**config.mk**
```make
export PLATFORM = sky130hd
export DESIGN_NAME = qr_switch_ctrl
export DESIGN_NICKNAME = d
export VERILOG_FILES = /design/src/include/qr_ctrl_pkg.sv /design/src/core/qr_switch_ctrl.sv /design/src/core/persist_filter.sv
export SDC_FILE = /design/constraint.sdc
export NUM_CORES = 1
export LEC_CHECK = 0
export BUFFER_PORTS_ARGS = -buffer_cell sky130_fd_sc_hd__buf_2
export CAP_MARGIN = 20
export CORE_MARGIN = 10
export CORE_UTILIZATION = 38
export DETAILED_ROUTE_END_ITERATION = 7
export PLACE_DENSITY = 0.52
export SYNTH_ARGS = -nofsm -noshare
export SYNTH_HDL_FRONTEND = slang
export SYNTH_SLANG_ARGS = --single-unit
export TNS_END_PERCENT = 20
```
**constraint.sdc**
```tcl
create_clock -name clk -period 7.6 [get_ports clk]
set_input_delay 0.38 -clock clk [delete_from_list [all_inputs] [get_ports clk]]
set_output_delay 0.38 -clock clk [all_outputs]
set_load 0.01 [all_outputs]
```
**src/include/qr_ctrl_pkg.sv**
```systemverilog
// Purpose: Shared constants, timing counts and carrier types of the quasi-resonant switch controller.
// Assumes: A 250 MHz core clock; analog levels arrive as comparator results, the valley pin current as an 8-bit code.
// Notes:   Times are kept in ns; each cycle count is derived from its time and the clock period.
`default_nettype none

package qr_ctrl_pkg;

   // Core clock period in ns.
   localparam int CLK_PERIOD_NS = 4;

   // Least time rounded up to whole cycles, never below one.
   function automatic int least_cycles(input int t_ns);
      int c;
      c = (t_ns + CLK_PERIOD_NS - 1) / CLK_PERIOD_NS;
      return (c < 1) ? 1 : c;
   endfunction

   // Longest time rounded down to whole cycles, never below one.
   function automatic int most_cycles(input int t_ns);
      int c;
      c = t_ns / CLK_PERIOD_NS;
      return (c < 1) ? 1 : c;
   endfunction

   // Width of the on-time and off-time counters.
   localparam int CNT_W = 24;

   // Timing figures in ns.
   localparam int LEADING_EDGE_BLANK_INTERVAL_NS    = 300;
   localparam int RING_LONG_NS                      = 2500;
   localparam int RING_SHORT_NS                     = 1000;
   localparam int MAX_OFF_INTERVAL_NS               = 50000;
   localparam int MAX_ON_INTERVAL_NS                = 25000;
   localparam int OVP_BLANK_NS                      = 1000;
   localparam int SHORTED_WINDING_BLANK_INTERVAL_NS = 200;
   localparam int SOFT_TOTAL_NS                     = 12000000;
   localparam int SOFT_STEPS                        = 4;

   // Derived cycle counts.
   localparam int LEB_CYC        = least_cycles(LEADING_EDGE_BLANK_INTERVAL_NS);
   localparam int RING_LONG_CYC  = least_cycles(RING_LONG_NS);
   localparam int RING_SHORT_CYC = least_cycles(RING_SHORT_NS);
   localparam int MAX_OFF_CYC    = most_cycles(MAX_OFF_INTERVAL_NS);
   localparam int MAX_ON_CYC     = most_cycles(MAX_ON_INTERVAL_NS);
   localparam int OVP_BLANK_CYC  = least_cycles(OVP_BLANK_NS);
   localparam int SW_BLANK_CYC   = least_cycles(SHORTED_WINDING_BLANK_INTERVAL_NS);
   localparam int SOFT_STEP_CYC  = least_cycles(SOFT_TOTAL_NS / SOFT_STEPS);

   // Peak-current limit levels in mV on the sense pin.
   localparam logic [9:0] LIMIT_START_MV = 10'h140;
   localparam logic [9:0] LIMIT_FINAL_MV = 10'h3E8;

   // Foldback: valley pin current code above which the limit is reduced.
   localparam logic [7:0] FOLDBACK_CURRENT_THRESHOLD = 8'h10;
   localparam int         FOLD_SHIFT                 = 4;

   // Supply comparator results.
   typedef struct packed {
      logic above_on;    // Supply above turn-on level.
      logic fault;       // Undervoltage, overvoltage or over-temperature.
      logic low_level;   // Supply at or below the latched recharge low level.
      logic high_level;  // Supply at or above the latched recharge high level.
   } supply_s;

   // Sensing front-end comparator results.
   typedef struct packed {
      logic valley_detect_input; // Zero crossing seen on the valley pin.
      logic over_ovp;            // Valley pin above output overvoltage level.
      logic ring_above;          // Valley pin above ringing select level.
      logic peak_over_mains;     // Scaled sense current above mains sense input.
      logic over_limit;          // Sense current above the current limit.
      logic shorted_winding;     // Sense current above shorted winding level.
   } sense_s;

   // Controller states.
   typedef enum logic [2:0] {
      ST_PRECHARGE,
      ST_RING,
      ST_WAIT,
      ST_ON,
      ST_LATCHED
   } ctrl_state_e;

endpackage

`default_nettype wire

```
**src/core/qr_switch_ctrl.sv**
```systemverilog
// Contract
// - Supply above turn-on stops pre-charge and starts switching with fresh soft-start.
// - Soft-start is 12 ms total in 4 equal timed steps.
// - Peak limit steps up from 0.32 V to 1 V unless limited further.
// - Turn-on comes from zero crossing; turn-off from current against mains sense.
// - Valley pin above overvoltage level during off-time latches off after blanking.
// - Ringing timer is long below ringing level, short above it.
// - After turn-off gate stays low and zero crossings are ignored during ringing.
// - After ringing interval, next zero crossing turns the gate on.
// - No zero crossing within maximum off-time turns the gate on anyway.
// - Scaled sense current above mains sense turns the switch off.
// - Current comparators masked for blanking after turn-on, setting minimum on-time.
// - Gate high beyond maximum on-time is forced low.
// - Sense current above mains-dependent limit after blanking turns gate off.
// - Shorted winding latches off only when it persists past its blanking.
// - Excess valley pin current during on-time lowers the limit nonlinearly.
// - Supply faults or over-temperature reset, hold off, restart with soft-start.
// - Latched off, pre-charge toggles between supply low and high levels.
//
// Purpose: Digital gate timing, soft-start and protection of a quasi-resonant flyback.
// Assumes: All inputs but zc_current_code are comparator results; all are already synchronous to clk.
// Notes:   nrst is the supply lockout reset; a latch-off clears only through it.
`default_nettype none

module qr_switch_ctrl #(
   parameter int MAX_OFF_CYCLES   = qr_ctrl_pkg::MAX_OFF_CYC,
   parameter int MAX_ON_CYCLES    = qr_ctrl_pkg::MAX_ON_CYC,
   parameter int SOFT_STEP_CYCLES = qr_ctrl_pkg::SOFT_STEP_CYC
) (
   input  wire logic                 clk,
   input  wire logic                 nrst,
   input  wire qr_ctrl_pkg::supply_s supply,
   input  wire qr_ctrl_pkg::sense_s  sense,
   input  wire logic [7:0]           zc_current_code,
   output logic                      switch_drive_output,
   output logic                      bus_precharge_enable,
   output logic [9:0]                cs_limit_mv,
   output logic [1:0]                soft_step,
   output logic                      latched_off
);

   localparam int CW = qr_ctrl_pkg::CNT_W;

   // Counters must fit, and blanking must end before the forced turn-off.
   generate
      if (MAX_OFF_CYCLES < 2 || MAX_OFF_CYCLES >= (1 << CW) ||
          MAX_ON_CYCLES <= qr_ctrl_pkg::LEB_CYC || MAX_ON_CYCLES >= (1 << CW) ||
          MAX_OFF_CYCLES <= qr_ctrl_pkg::RING_LONG_CYC ||
          SOFT_STEP_CYCLES < 1 || SOFT_STEP_CYCLES >= (1 << CW)) begin : g_bad_params
         $error("qr_switch_ctrl timing parameters out of range");
      end
   endgenerate

   // Soft-start limit level for a step, equal increments from start to final.
   function automatic logic [9:0] soft_level(input logic [1:0] step);
      int span;
      span = int'(qr_ctrl_pkg::LIMIT_FINAL_MV) - int'(qr_ctrl_pkg::LIMIT_START_MV);
      return 10'(int'(qr_ctrl_pkg::LIMIT_START_MV) + (span * int'(step)) / (qr_ctrl_pkg::SOFT_STEPS - 1));
   endfunction

   // Nonlinear foldback offset from the excess valley pin current.
   function automatic logic [9:0] fold_offset(input logic [7:0] code);
      int excess;
      int sq;
      excess = int'(code) - int'(qr_ctrl_pkg::FOLDBACK_CURRENT_THRESHOLD);
      if (excess < 0) begin
         excess = 0;
      end
      sq = (excess * excess) >> qr_ctrl_pkg::FOLD_SHIFT;
      return (sq > int'(qr_ctrl_pkg::LIMIT_FINAL_MV)) ? qr_ctrl_pkg::LIMIT_FINAL_MV : 10'(sq);
   endfunction

   qr_ctrl_pkg::ctrl_state_e state;
   qr_ctrl_pkg::ctrl_state_e next_state;
   logic [CW-1:0]            on_cnt;
   logic [CW-1:0]            next_on_cnt;
   logic [CW-1:0]            off_cnt;
   logic [CW-1:0]            next_off_cnt;
   logic [CW-1:0]            step_cnt;
   logic [CW-1:0]            next_step_cnt;
   logic [1:0]               next_soft_step;
   logic [9:0]               offset;
   logic [9:0]               next_offset;
   logic [9:0]               next_limit;
   logic                     next_precharge;
   logic                     switching;
   logic                     ovp_fire;
   logic                     sw_fire;
   logic                     kill;
   logic                     ring_done;
   logic                     off_done;
   logic                     leb_done;
   logic                     on_done;
   logic                     cmp_off;

   assign switching = (state == qr_ctrl_pkg::ST_RING) || (state == qr_ctrl_pkg::ST_WAIT) ||
                      (state == qr_ctrl_pkg::ST_ON);

   persist_filter #(
      .HOLD (qr_ctrl_pkg::OVP_BLANK_CYC)
   ) u_ovp_blank (
      .clk   (clk),
      .nrst  (nrst),
      .level (sense.over_ovp && switching && (state != qr_ctrl_pkg::ST_ON)),
      .fire  (ovp_fire)
   );

   persist_filter #(
      .HOLD (qr_ctrl_pkg::SW_BLANK_CYC)
   ) u_sw_blank (
      .clk   (clk),
      .nrst  (nrst),
      .level (sense.shorted_winding && (state == qr_ctrl_pkg::ST_ON)),
      .fire  (sw_fire)
   );

   // ringing length select
   // The select level is watched throughout the interval, so a late rise shortens it.
   assign ring_done = sense.ring_above ? (off_cnt >= CW'(qr_ctrl_pkg::RING_SHORT_CYC - 1)) :
                                         (off_cnt >= CW'(qr_ctrl_pkg::RING_LONG_CYC - 1));
   assign off_done  = off_cnt >= CW'(MAX_OFF_CYCLES - 1);
   assign leb_done  = on_cnt >= CW'(qr_ctrl_pkg::LEB_CYC - 1);
   assign on_done   = on_cnt >= CW'(MAX_ON_CYCLES - 1);
   assign cmp_off   = sense.peak_over_mains || sense.over_limit;
   assign kill      = supply.fault || ovp_fire || sw_fire;

   // Next state, counters and pre-charge control.
   always_comb begin
      next_state     = state;
      next_on_cnt    = on_cnt;
      next_off_cnt   = off_cnt;
      next_step_cnt  = step_cnt;
      next_soft_step = soft_step;
      next_offset    = offset;
      next_precharge = bus_precharge_enable;
      case (state)
         qr_ctrl_pkg::ST_PRECHARGE: begin
            next_precharge = 1'b1;
            if (supply.above_on && !supply.fault) begin
               next_state     = qr_ctrl_pkg::ST_RING;
               next_precharge = 1'b0;
               next_off_cnt   = '0;
               next_step_cnt  = '0;
               next_soft_step = 2'h0;
               next_offset    = 10'h000;
            end
         end
         qr_ctrl_pkg::ST_RING: begin
            next_off_cnt = off_cnt + CW'(1);
            if (ring_done) begin
               next_state = qr_ctrl_pkg::ST_WAIT;
            end
         end
         qr_ctrl_pkg::ST_WAIT: begin
            next_off_cnt = off_cnt + CW'(1);
            if (sense.valley_detect_input || off_done) begin
               next_state  = qr_ctrl_pkg::ST_ON;
               next_on_cnt = '0;
            end
         end
         qr_ctrl_pkg::ST_ON: begin
            next_on_cnt = on_cnt + CW'(1);
            next_offset = fold_offset(zc_current_code);
            if ((leb_done && cmp_off) || on_done) begin
               next_state   = qr_ctrl_pkg::ST_RING;
               next_off_cnt = '0;
            end
         end
         qr_ctrl_pkg::ST_LATCHED: begin
            if (supply.low_level) begin
               next_precharge = 1'b1;
            end else if (supply.high_level) begin
               next_precharge = 1'b0;
            end
         end
         default: begin
            next_state     = qr_ctrl_pkg::ST_PRECHARGE;
            next_precharge = 1'b1;
         end
      endcase
      if (switching && soft_step != 2'(qr_ctrl_pkg::SOFT_STEPS - 1)) begin
         if (step_cnt == CW'(SOFT_STEP_CYCLES - 1)) begin
            next_step_cnt  = '0;
            next_soft_step = soft_step + 2'h1;
         end else begin
            next_step_cnt = step_cnt + CW'(1);
         end
      end
      if (switching && (ovp_fire || sw_fire)) begin
         next_state     = qr_ctrl_pkg::ST_LATCHED;
         next_precharge = 1'b0;
      end
      if (switching && supply.fault) begin
         next_state     = qr_ctrl_pkg::ST_PRECHARGE;
         next_precharge = 1'b1;
      end
   end

   // limit is soft level less foldback, floored at zero.
   always_comb begin
      if (next_offset >= soft_level(next_soft_step)) begin
         next_limit = 10'h000;
      end else begin
         next_limit = soft_level(next_soft_step) - next_offset;
      end
   end

   // State and output registers; the gate follows the on state directly.
   always_ff @(posedge clk or negedge nrst) begin
      if (!nrst) begin
         state                <= qr_ctrl_pkg::ST_PRECHARGE;
         on_cnt               <= '0;
         off_cnt              <= '0;
         step_cnt             <= '0;
         soft_step            <= 2'h0;
         offset               <= 10'h000;
         cs_limit_mv          <= qr_ctrl_pkg::LIMIT_START_MV;
         bus_precharge_enable <= 1'b1;
         switch_drive_output  <= 1'b0;
         latched_off          <= 1'b0;
      end else begin
         state                <= next_state;
         on_cnt               <= next_on_cnt;
         off_cnt              <= next_off_cnt;
         step_cnt             <= next_step_cnt;
         soft_step            <= next_soft_step;
         offset               <= next_offset;
         cs_limit_mv          <= next_limit;
         bus_precharge_enable <= next_precharge;
         switch_drive_output  <= (next_state == qr_ctrl_pkg::ST_ON);
         latched_off          <= (next_state == qr_ctrl_pkg::ST_LATCHED);
      end
   end

   // Checks on gate timing and protection behaviour.
   a_start_handoff: assert property (@(posedge clk) disable iff (!nrst)
      (state == qr_ctrl_pkg::ST_PRECHARGE && supply.above_on && !supply.fault)
      |=> (!bus_precharge_enable && soft_step == 2'h0 && cs_limit_mv == qr_ctrl_pkg::LIMIT_START_MV))
      else $error("start did not stop pre-charge with fresh soft-start");

   a_soft_step_up: assert property (@(posedge clk) disable iff (!nrst)
      ($changed(soft_step) && soft_step != 2'h0) |-> (soft_step == $past(soft_step) + 2'h1))
      else $error("soft-start step skipped");

   a_ring_hold: assert property (@(posedge clk) disable iff (!nrst)
      $fell(switch_drive_output) |-> !switch_drive_output [*8])
      else $error("gate rose during ringing suppression");

   a_turn_on_src: assert property (@(posedge clk) disable iff (!nrst)
      (state == qr_ctrl_pkg::ST_WAIT && sense.valley_detect_input && !kill) |=> switch_drive_output)
      else $error("zero crossing after ringing did not turn gate on");

   a_max_off: assert property (@(posedge clk) disable iff (!nrst)
      (state == qr_ctrl_pkg::ST_WAIT && off_cnt == CW'(MAX_OFF_CYCLES - 1) && !kill) |=> switch_drive_output)
      else $error("maximum off-time did not force turn-on");

   // Inside blanking only a fault or a latch-off may end the on-time, never a comparator.
   a_leb_mask: assert property (@(posedge clk) disable iff (!nrst)
      (state == qr_ctrl_pkg::ST_ON && !leb_done && !kill) |=> switch_drive_output)
      else $error("gate fell inside blanking");

   // A supply fault or a protection latch-off may legally cut the on-time short.
   a_min_on: assert property (@(posedge clk) disable iff (!nrst)
      $fell(switch_drive_output) |-> ($past(on_cnt) >= CW'(qr_ctrl_pkg::LEB_CYC - 1) || $past(kill)))
      else $error("on-time shorter than blanking");

   a_cmp_off: assert property (@(posedge clk) disable iff (!nrst)
      (state == qr_ctrl_pkg::ST_ON && leb_done && cmp_off) |=> !switch_drive_output)
      else $error("comparator did not turn gate off");

   a_max_on: assert property (@(posedge clk) disable iff (!nrst)
      (state == qr_ctrl_pkg::ST_ON && on_cnt == CW'(MAX_ON_CYCLES - 1)) |=> !switch_drive_output)
      else $error("maximum on-time did not force turn-off");

   a_latch_hold: assert property (@(posedge clk) disable iff (!nrst)
      latched_off |=> (latched_off && !switch_drive_output))
      else $error("latch-off released without reset");

   a_fault_restart: assert property (@(posedge clk) disable iff (!nrst)
      (supply.fault && switching) |=> (state == qr_ctrl_pkg::ST_PRECHARGE && !switch_drive_output))
      else $error("supply fault did not restart");

   a_latch_charge: assert property (@(posedge clk) disable iff (!nrst)
      (state == qr_ctrl_pkg::ST_LATCHED && supply.low_level) |=> bus_precharge_enable)
      else $error("latched pre-charge did not turn on at low level");

endmodule

`default_nettype wire

```
**src/core/persist_filter.sv**
```systemverilog
// Purpose: Fires once a comparator level has held for a set number of cycles.
// Assumes: Input is synchronous to clk.
// Notes:   Any gap in the level restarts the count, so short spikes never fire.
`default_nettype none

module persist_filter #(
   parameter int HOLD = 4
) (
   input  wire logic clk,
   input  wire logic nrst,
   input  wire logic level,
   output logic      fire
);

   localparam int W = $clog2(HOLD + 1);

   generate
      if (HOLD < 1) begin : g_bad_hold
         $error("persist_filter needs HOLD of one or more");
      end
   endgenerate

   logic [W-1:0] cnt;
   logic [W-1:0] next_cnt;

   // Count while the level holds, saturate at the hold length.
   always_comb begin
      if (!level) begin
         next_cnt = '0;
      end else if (cnt == W'(HOLD)) begin
         next_cnt = cnt;
      end else begin
         next_cnt = cnt + W'(1);
      end
   end

   // Counter register.
   always_ff @(posedge clk or negedge nrst) begin
      if (!nrst) begin
         cnt <= '0;
      end else begin
         cnt <= next_cnt;
      end
   end

   // Fire only with the level still present.
   assign fire = level && (cnt == W'(HOLD));

endmodule

`default_nettype wire

```
==> metrics.csv, run 1 <==
stage,metric,value,unit
power_and_ir_drop,P per Cell Area,344,nW/µm²
sta,setup violation total in the final timing report,0,
die,horizontal extent of the die,174,µm
global_routing,first-pass GRT wire length,36600,µm
power_and_ir_drop,switching power,1500,µW
yosys,Yosys top cell by area,sky130_fd_sc_hd__dfrtp_1,
status,outcome,"finished, violations left",
clock_tree,Worst-path clk slew,0.06,ns
setup_path,longest individual stage delay on the worst path,0.55,ns
yosys,sequential-to-total area share from yosys stat,31.7,%
yosys,Synth cell types,68,
detailed_routing,drt drc,0,
yosys,Post-Syn Instances,1049,
detailed_routing,remaining antenna violation count,0,
global_routing,initial antenna violation count,0,
sta,RSZ-0062 raised after global routing,true,
setup_path,nature of the critical path endpoint,flip-flop,
clock_tree,count of hold-fix buffers inserted at cts,0,
finish,core utilization of the finished layout,46.3,%
finish,ant diodes,0,
yosys,Syn Nets,1193,
setup_path,class of the most critical setup path,input pin to flip-flop,
setup_path,CP arrival,7.56,ns
job,MaxCap Viol Count,0,
clock_tree,CTS sink count,114,
yosys,number of register bits inferred by synthesis,114,
clock_tree,Inserted Clock Buffers,17,
detailed_routing,via count normalized by instance count,5.22,
power_and_ir_drop,Internal Power,2230,µW
sta,total count of max-transition violations in the final report,0,
die,height of the die,174,µm
detailed_routing,vias after detailed routing,7720,
clock_tree,worst-skew pair later-pin latency,0.43,ns
yosys,most instantiated flip-flop cell in the synthesis netlist,sky130_fd_sc_hd__dfrtp_1,
sta,largest clock skew in the final design,0.0127,ns
die,site row count,56,
sta,final worst path period share,95.4,%
setup_path,"most used cell, CP",sky130_fd_sc_hd__ha_1,
setup_path,"Max stage delay cell, worst path",sky130_fd_sc_hd__or4_4,
sta,max-slew headroom at the worst pin,32.3,%
global_routing,global route total overflow,0,
finish,fraction of final layout cells with drive strength greater than 1,16.7,%
yosys,largest family of logic cells by synthesized area,simple AND/OR/NAND/NOR gates,
yosys,compound-cell area share of the yosys netlist,17.6,%
clock_tree,TritonCTS clock tree,built,
power_and_ir_drop,Reg power frac,22.6,%
global_routing,vias in the first global route,7560,
setup_path,path depth of the worst reg2reg path,21,
setup_path,reg-to-reg critical path startpoint,step_cnt[18],
yosys,top cell type's share of synthesized area,30.8,%
yosys,xor and xnor fraction of the mapped netlist area,3.11,%
clock_tree,H-tree lvl count,4,
setup_path,critical path peak fanout,5,
power_and_ir_drop,leakage power total,0.00511,µW
sta,worst slack on hold paths,-0.00343,ns
sta,peak clock frequency supported by timing,138,MHz
die,Initial Utilization,38.5,%
placed_design,post-detail-place hpwl,15700,µm
setup_path,reg-to-reg setup timing slack,2.08,ns
power_and_ir_drop,worst-case vdd ir drop,205,µV
yosys,share of synthesized area spent on multiplexers,1.53,%
power_and_ir_drop,switch share,40.2,%
sta,fin worst setup slack,0.350,ns
clock_tree,root buf cell,sky130_fd_sc_hd__clkbuf_16,
power_and_ir_drop,logic gate share of total power,55.1,%
detailed_routing,number of DRC violations after detailed-routing iteration 0,480,
setup_path,Worst setup SP type,input pin,
yosys,post-synthesis simple-gate area fraction,22.7,%
finish,P&R area growth vs syn,20.1,%
sta,shortest period the worst path allows,7.25,ns
setup_path,Reg-to-Reg End,cs_limit_mv[3],
global_routing,GR Util All Layers,14.3,%
detailed_routing,Routed wire per std cell,14.2,µm
min_path,min-delay worst type,input pin to async pin,
power_and_ir_drop,Total Power,3730,µW
die,Boundary Pins,35,
sta,Final Hold Fails,1,
yosys,async set-or-reset flop fraction in the synthesized netlist,100,%
die,die outline area,30300,µm²
yosys,count of yosys warnings during synthesis,0,
finish,"most common cell after layout, fill and taps aside",sky130_fd_sc_hd__dfrtp_1,
yosys,count of flip-flops with a built-in enable after synthesis,0,
global_routing,largest net degree at the start of global routing,60,
placed_design,Port-buffer cells,34,
detailed_routing,Pre-antenna DRT Iters,6,
setup_path,required time at the endpoint of the critical path,7.91,ns
finish,most frequent cells in the layout,"sky130_fd_sc_hd__dfrtp_1, sky130_fd_sc_hd__o21ai_0, sky130_fd_sc_hd__nor2_1, sky130_fd_sc_hd__ha_1, sky130_fd_sc_hd__nand2_1",
yosys,average footprint of a synthesized cell,8.60,µm²
yosys,top cells by area in the synthesized netlist,"sky130_fd_sc_hd__dfrtp_1, sky130_fd_sc_hd__ha_1, sky130_fd_sc_hd__o21ai_0, sky130_fd_sc_hd__fa_1, sky130_fd_sc_hd__nor2_1",
clock_tree,number of buffers on the longest clock path,2,
detailed_routing,overall routed net length,21000,µm
power_and_ir_drop,clock network fraction of design power,22.3,%
yosys,post-synthesis instance area,9020,µm²
status,failing checks,hold timing,
die,standard cell core area,23400,µm²
setup_path,Worst path top cell family by delay,adder cells,
yosys,adder-cell share of the synthesized area,18.9,%
placed_design,worst slack at placement,-0.306,ns
placed_design,RD Place Congestion,0.863,
sta,Least-Margin Pin Slew,1.02,ns
setup_path,number of buffer and inverter stages on the critical path,5,
finish,number of nets at the end of the flow,1290,
-- registers in the layout, summed over array words and instances, names as in the netlist, 2 cells and up --
signal,count
state,3
offset,10
off_cnt,24
on_cnt,24
step_cnt,24
cs_limit_mv,10
soft_step,2
u_sw_blank.cnt,6
u_ovp_blank.cnt,8
-- per-stage QoR --
step	TNS [ns]	cells	area [µm²]
5_1_grt	-0.0623	1478	10800
2_1_floorplan	0	1049	9100
4_1_cts	0	1474	10700
3_5_place_dp	-2.74	1442	10100
3_3_place_gp	-2.16	1441	10100
6_report	0	1478	10800
-- how the worst max path moves through the flow --
| stage | to | slack (ns) | cells after the start | from |
|---|---|---|---|---|
| floorplan | cs_limit_mv[3] | 0.0003 | 34 | zc_current_code[4] |
| global placement | cs_limit_mv[3] | -0.23 | 31 | zc_current_code[4] |
| detailed placement | cs_limit_mv[3] | -0.31 | 32 | zc_current_code[4] |
| CTS | cs_limit_mv[3] | 0.12 | 32 | zc_current_code[4] |
| global route | cs_limit_mv[3] | -0.03 | 33 | zc_current_code[4] |
| finish | cs_limit_mv[3] | 0.35 | 29 | zc_current_code[4] |
-- Yosys cell counts, drive strengths merged (8+ instances only) --
master    n
clkbuf   26
or4       8
dfrtp   111
xor2     19
nand4    25
inv      71
a21o     11
a31oi    23
and3     32
nand2b   11
and2     20
nor2b    11
or3       9
nor4     17
o31ai    17
ha      103
xnor2    13
o21ai   113
nor3     21
nor2    102
nand2    84
nand3    45
fa       21
a21oi    44
-- power by group through the flow --
stage	Clock (µW)	Combinational [µW]	Sequential [µW]
CTS	848	1970	842
floorplan	0	1280	831
detailed placement	0	1960	852
global route	880	2340	864
global placement	0	1960	851
finish	831	2050	843
-- repair_timing --
item | 4_1_cts | 5_1_grt
setup buffers | 0 | 2
resized for setup | 0 | 18
endpoints found under the hold margin | 0 | 0
setup endpoints to repair | 0 | 10
-- logic make-up after synthesis --
logic type               after synthesis
AO/OA/AOI/OAI                        258
AND/OR/NAND/NOR                      404
multiplexers                          13
adder cells (fa/ha/maj)              124
XOR/XNOR                              32
flip-flops                           114
buffers and inverters                104
-- layout make-up --
class	count	area, µm²
fill	2341	12600
sequential	114	2860
timing repair buffer	110	754
inverter	71	267
tap	319	399
clock buffer	22	484
clock inverter	10	130
multi-input combinational	832	5940
-- layer usage --
metal / up-vias / track usage [%] / wire, µm
li1: 3984 / - / -
met1: 3632 / 18.7 / 10500
met2: 89 / 23.5 / 9920
met3: 15 / 2.67 / 435
met4: 0 / 3.85 / 229
met5: - / 0 / 0
(Power assumes the default switching activity.)
==> run 2: changes to the inputs <==
- GPL_TIMING_DRIVEN: not set -> 0
- MAX_ROUTING_LAYER: not set -> met4
==> run 2 against run 1 <==
  * The run now ends clean
  * Die area is the same
  * Register-to-register slack is essentially flat
  * Combinational power grew 2%
  * Worst hold slack gained 0.24 ns
  * Core utilization grew 0.17 points
  * Highest routed layer unchanged
==> metrics.csv, run 2 (same netlist as run 1, synthesis figures left out) <==
stage,metric,value,unit
setup_path,"Max stage delay cell, worst path",sky130_fd_sc_hd__fa_2,
detailed_routing,Routed wire per std cell,15.1,µm
placed_design,Port-buffer cells,32,
power_and_ir_drop,switch share,42.1,%
power_and_ir_drop,worst-case vdd ir drop,187,µV
die,Initial Utilization,38.5,%
placed_design,post-detail-place hpwl,16000,µm
power_and_ir_drop,Internal Power,2180,µW
sta,RSZ-0062 raised after global routing,true,
placed_design,RD Place Congestion,0.819,
clock_tree,worst-skew pair later-pin latency,0.43,ns
detailed_routing,overall routed net length,22100,µm
power_and_ir_drop,logic gate share of total power,55.4,%
clock_tree,number of buffers on the longest clock path,2,
clock_tree,H-tree lvl count,4,
global_routing,initial antenna violation count,0,
global_routing,largest net degree at the start of global routing,60,
setup_path,longest individual stage delay on the worst path,0.55,ns
die,height of the die,174,µm
min_path,min-delay worst type,input pin to flip-flop,
status,outcome,"finished, final reports clean",
detailed_routing,Pre-antenna DRT Iters,4,
global_routing,vias in the first global route,7709,
sta,max-slew headroom at the worst pin,33.6,%
min_path,hold_sp,supply[1],
finish,fraction of final layout cells with drive strength greater than 1,16.2,%
detailed_routing,drt drc,0,
sta,setup violation total in the final timing report,0,
finish,core utilization of the finished layout,46.5,%
detailed_routing,via count normalized by instance count,5.34,
detailed_routing,vias after detailed routing,7788,
finish,total of fill cells in the finished design,2331,
setup_path,reg-to-reg critical path startpoint,step_cnt[18],
sta,final worst path period share,97.8,%
finish,sequential cell area,2860,µm²
sta,shortest period the worst path allows,7.43,ns
sta,Least-Margin Pin Slew,0.988,ns
sta,peak clock frequency supported by timing,135,MHz
sta,Final Hold Fails,0,
finish,footprint of the multi-input gates,6170,µm²
finish,"most common cell after layout, fill and taps aside",sky130_fd_sc_hd__dfrtp_1,
sta,total count of max-transition violations in the final report,0,
finish,ant diodes,0,
finish,most frequent cells in the layout,"sky130_fd_sc_hd__dfrtp_1, sky130_fd_sc_hd__o21ai_0, sky130_fd_sc_hd__nor2_1, sky130_fd_sc_hd__ha_1, sky130_fd_sc_hd__nand2_1",
die,Boundary Pins,35,
finish,final standard cell count with taps included and fillers excluded,1458,
min_path,endpoint of the worst hold path,bus_precharge_enable,
finish,number of nets at the end of the flow,1270,
finish,biggest registers after layout,"off_cnt (24), on_cnt (24), step_cnt (24)",
setup_path,"most used cell, CP",sky130_fd_sc_hd__ha_4,
die,standard cell core area,23400,µm²
global_routing,global route total overflow,0,
power_and_ir_drop,Reg power frac,22.3,%
setup_path,required time at the endpoint of the critical path,7.95,ns
placed_design,placed cells,1401,
detailed_routing,number of DRC violations after detailed-routing iteration 0,556,
setup_path,critical path peak fanout,7,
clock_tree,TritonCTS clock tree,built,
die,die outline area,30300,µm²
power_and_ir_drop,Total Power,3770,µW
clock_tree,CTS sink count,114,
setup_path,nature of the critical path endpoint,flip-flop,
sta,worst slack on hold paths,0.233,ns
power_and_ir_drop,clock network fraction of design power,22.3,%
clock_tree,Inserted Clock Buffers,17,
detailed_routing,remaining antenna violation count,0,
setup_path,Worst setup SP type,input pin,
sta,largest clock skew in the final design,0.0102,ns
power_and_ir_drop,switching power,1590,µW
finish,P&R area growth vs syn,20.5,%
global_routing,first-pass GRT wire length,38100,µm
sta,Setup TNS Final,0,ns
min_path,cell depth of the worst min-delay path,3,
die,horizontal extent of the die,174,µm
job,MaxCap Viol Count,0,
setup_path,CP arrival,7.78,ns
setup_path,reg-to-reg setup timing slack,2.07,ns
die,site row count,56,
setup_path,class of the most critical setup path,input pin to flip-flop,
global_routing,GR Util All Layers,15.3,%
setup_path,path depth of the worst reg2reg path,21,
clock_tree,root buf cell,sky130_fd_sc_hd__clkbuf_16,
power_and_ir_drop,leakage power total,0.00495,µW
power_and_ir_drop,P per Cell Area,346,nW/µm²
clock_tree,Worst-path clk slew,0.06,ns
setup_path,Reg-to-Reg End,cs_limit_mv[0],
run 2: through the flow:
step           cell area [µm²]  setup WS, ns
2_1_floorplan             9100      0.000316
3_3_place_gp              9660         -1.38
3_5_place_dp              9690         -1.27
4_1_cts                  10600       0.00587
5_1_grt                  10900        -0.108
6_report                 10900         0.167
run 2: power groups by stage:
stage	Combinational, µW	Clock, µW	Sequential, µW
5_1_grt	2350	891	860
6_report	2090	840	839
3_3_place_gp	1680	0	846
2_1_floorplan	1280	0	831
4_1_cts	1860	859	838
3_5_place_dp	1690	0	848
run 2: worst max path at each step:
stage                             startpoint             end  slack (ns)  cells past startpoint
after global placement    zc_current_code[4]  cs_limit_mv[3]       -1.38                     31
after detailed placement  zc_current_code[4]  cs_limit_mv[3]       -1.27                     31
after global routing      zc_current_code[4]  cs_limit_mv[0]       -0.11                     32
after CTS                 zc_current_code[4]  cs_limit_mv[9]       0.006                     34
final                     zc_current_code[4]  cs_limit_mv[9]        0.17                     35
after floorplan           zc_current_code[4]  cs_limit_mv[3]      0.0003                     34
run 2: what timing repair did:
item,4_1_cts,5_1_grt
resized for setup,23,50
pin swaps,12,22
endpoints found under the setup margin,10,10
hold endpoints to repair,53,0
gates cloned,1,0
buffers inserted,16,10
hold buffers,1,0
run 2: worst max-delay path: cells and delay by family:
kind	cells	cell delay (ns)
buffers and inverters	9	0.86
AND/OR/NAND/NOR	5	1.54
AO/OA/AOI/OAI	10	1.81
adder cells (fa/ha/maj)	11	3.20
run 2: layout make-up:
cell class                      count  area share (%)
Clock inverter                     15            1.76
Timing Repair Buffer               58            3.69
Tap cell                          319            3.67
Buffer                             32            1.39
Sequential cell                   114            26.3
Inverter                           71            2.51
Multi-Input combinational cell    832            56.8
Clock buffer                       17            3.91
run 2: layer usage:
| metal | global-route usage (%) | wire length [µm] |
|---|---|---|
| met2 | 25.2 | 10900 |
| met3 | 2.38 | 397 |
| met4 | 4.63 | 233 |
| met5 | - | 0 |
| met1 | 19.1 | 10500 |
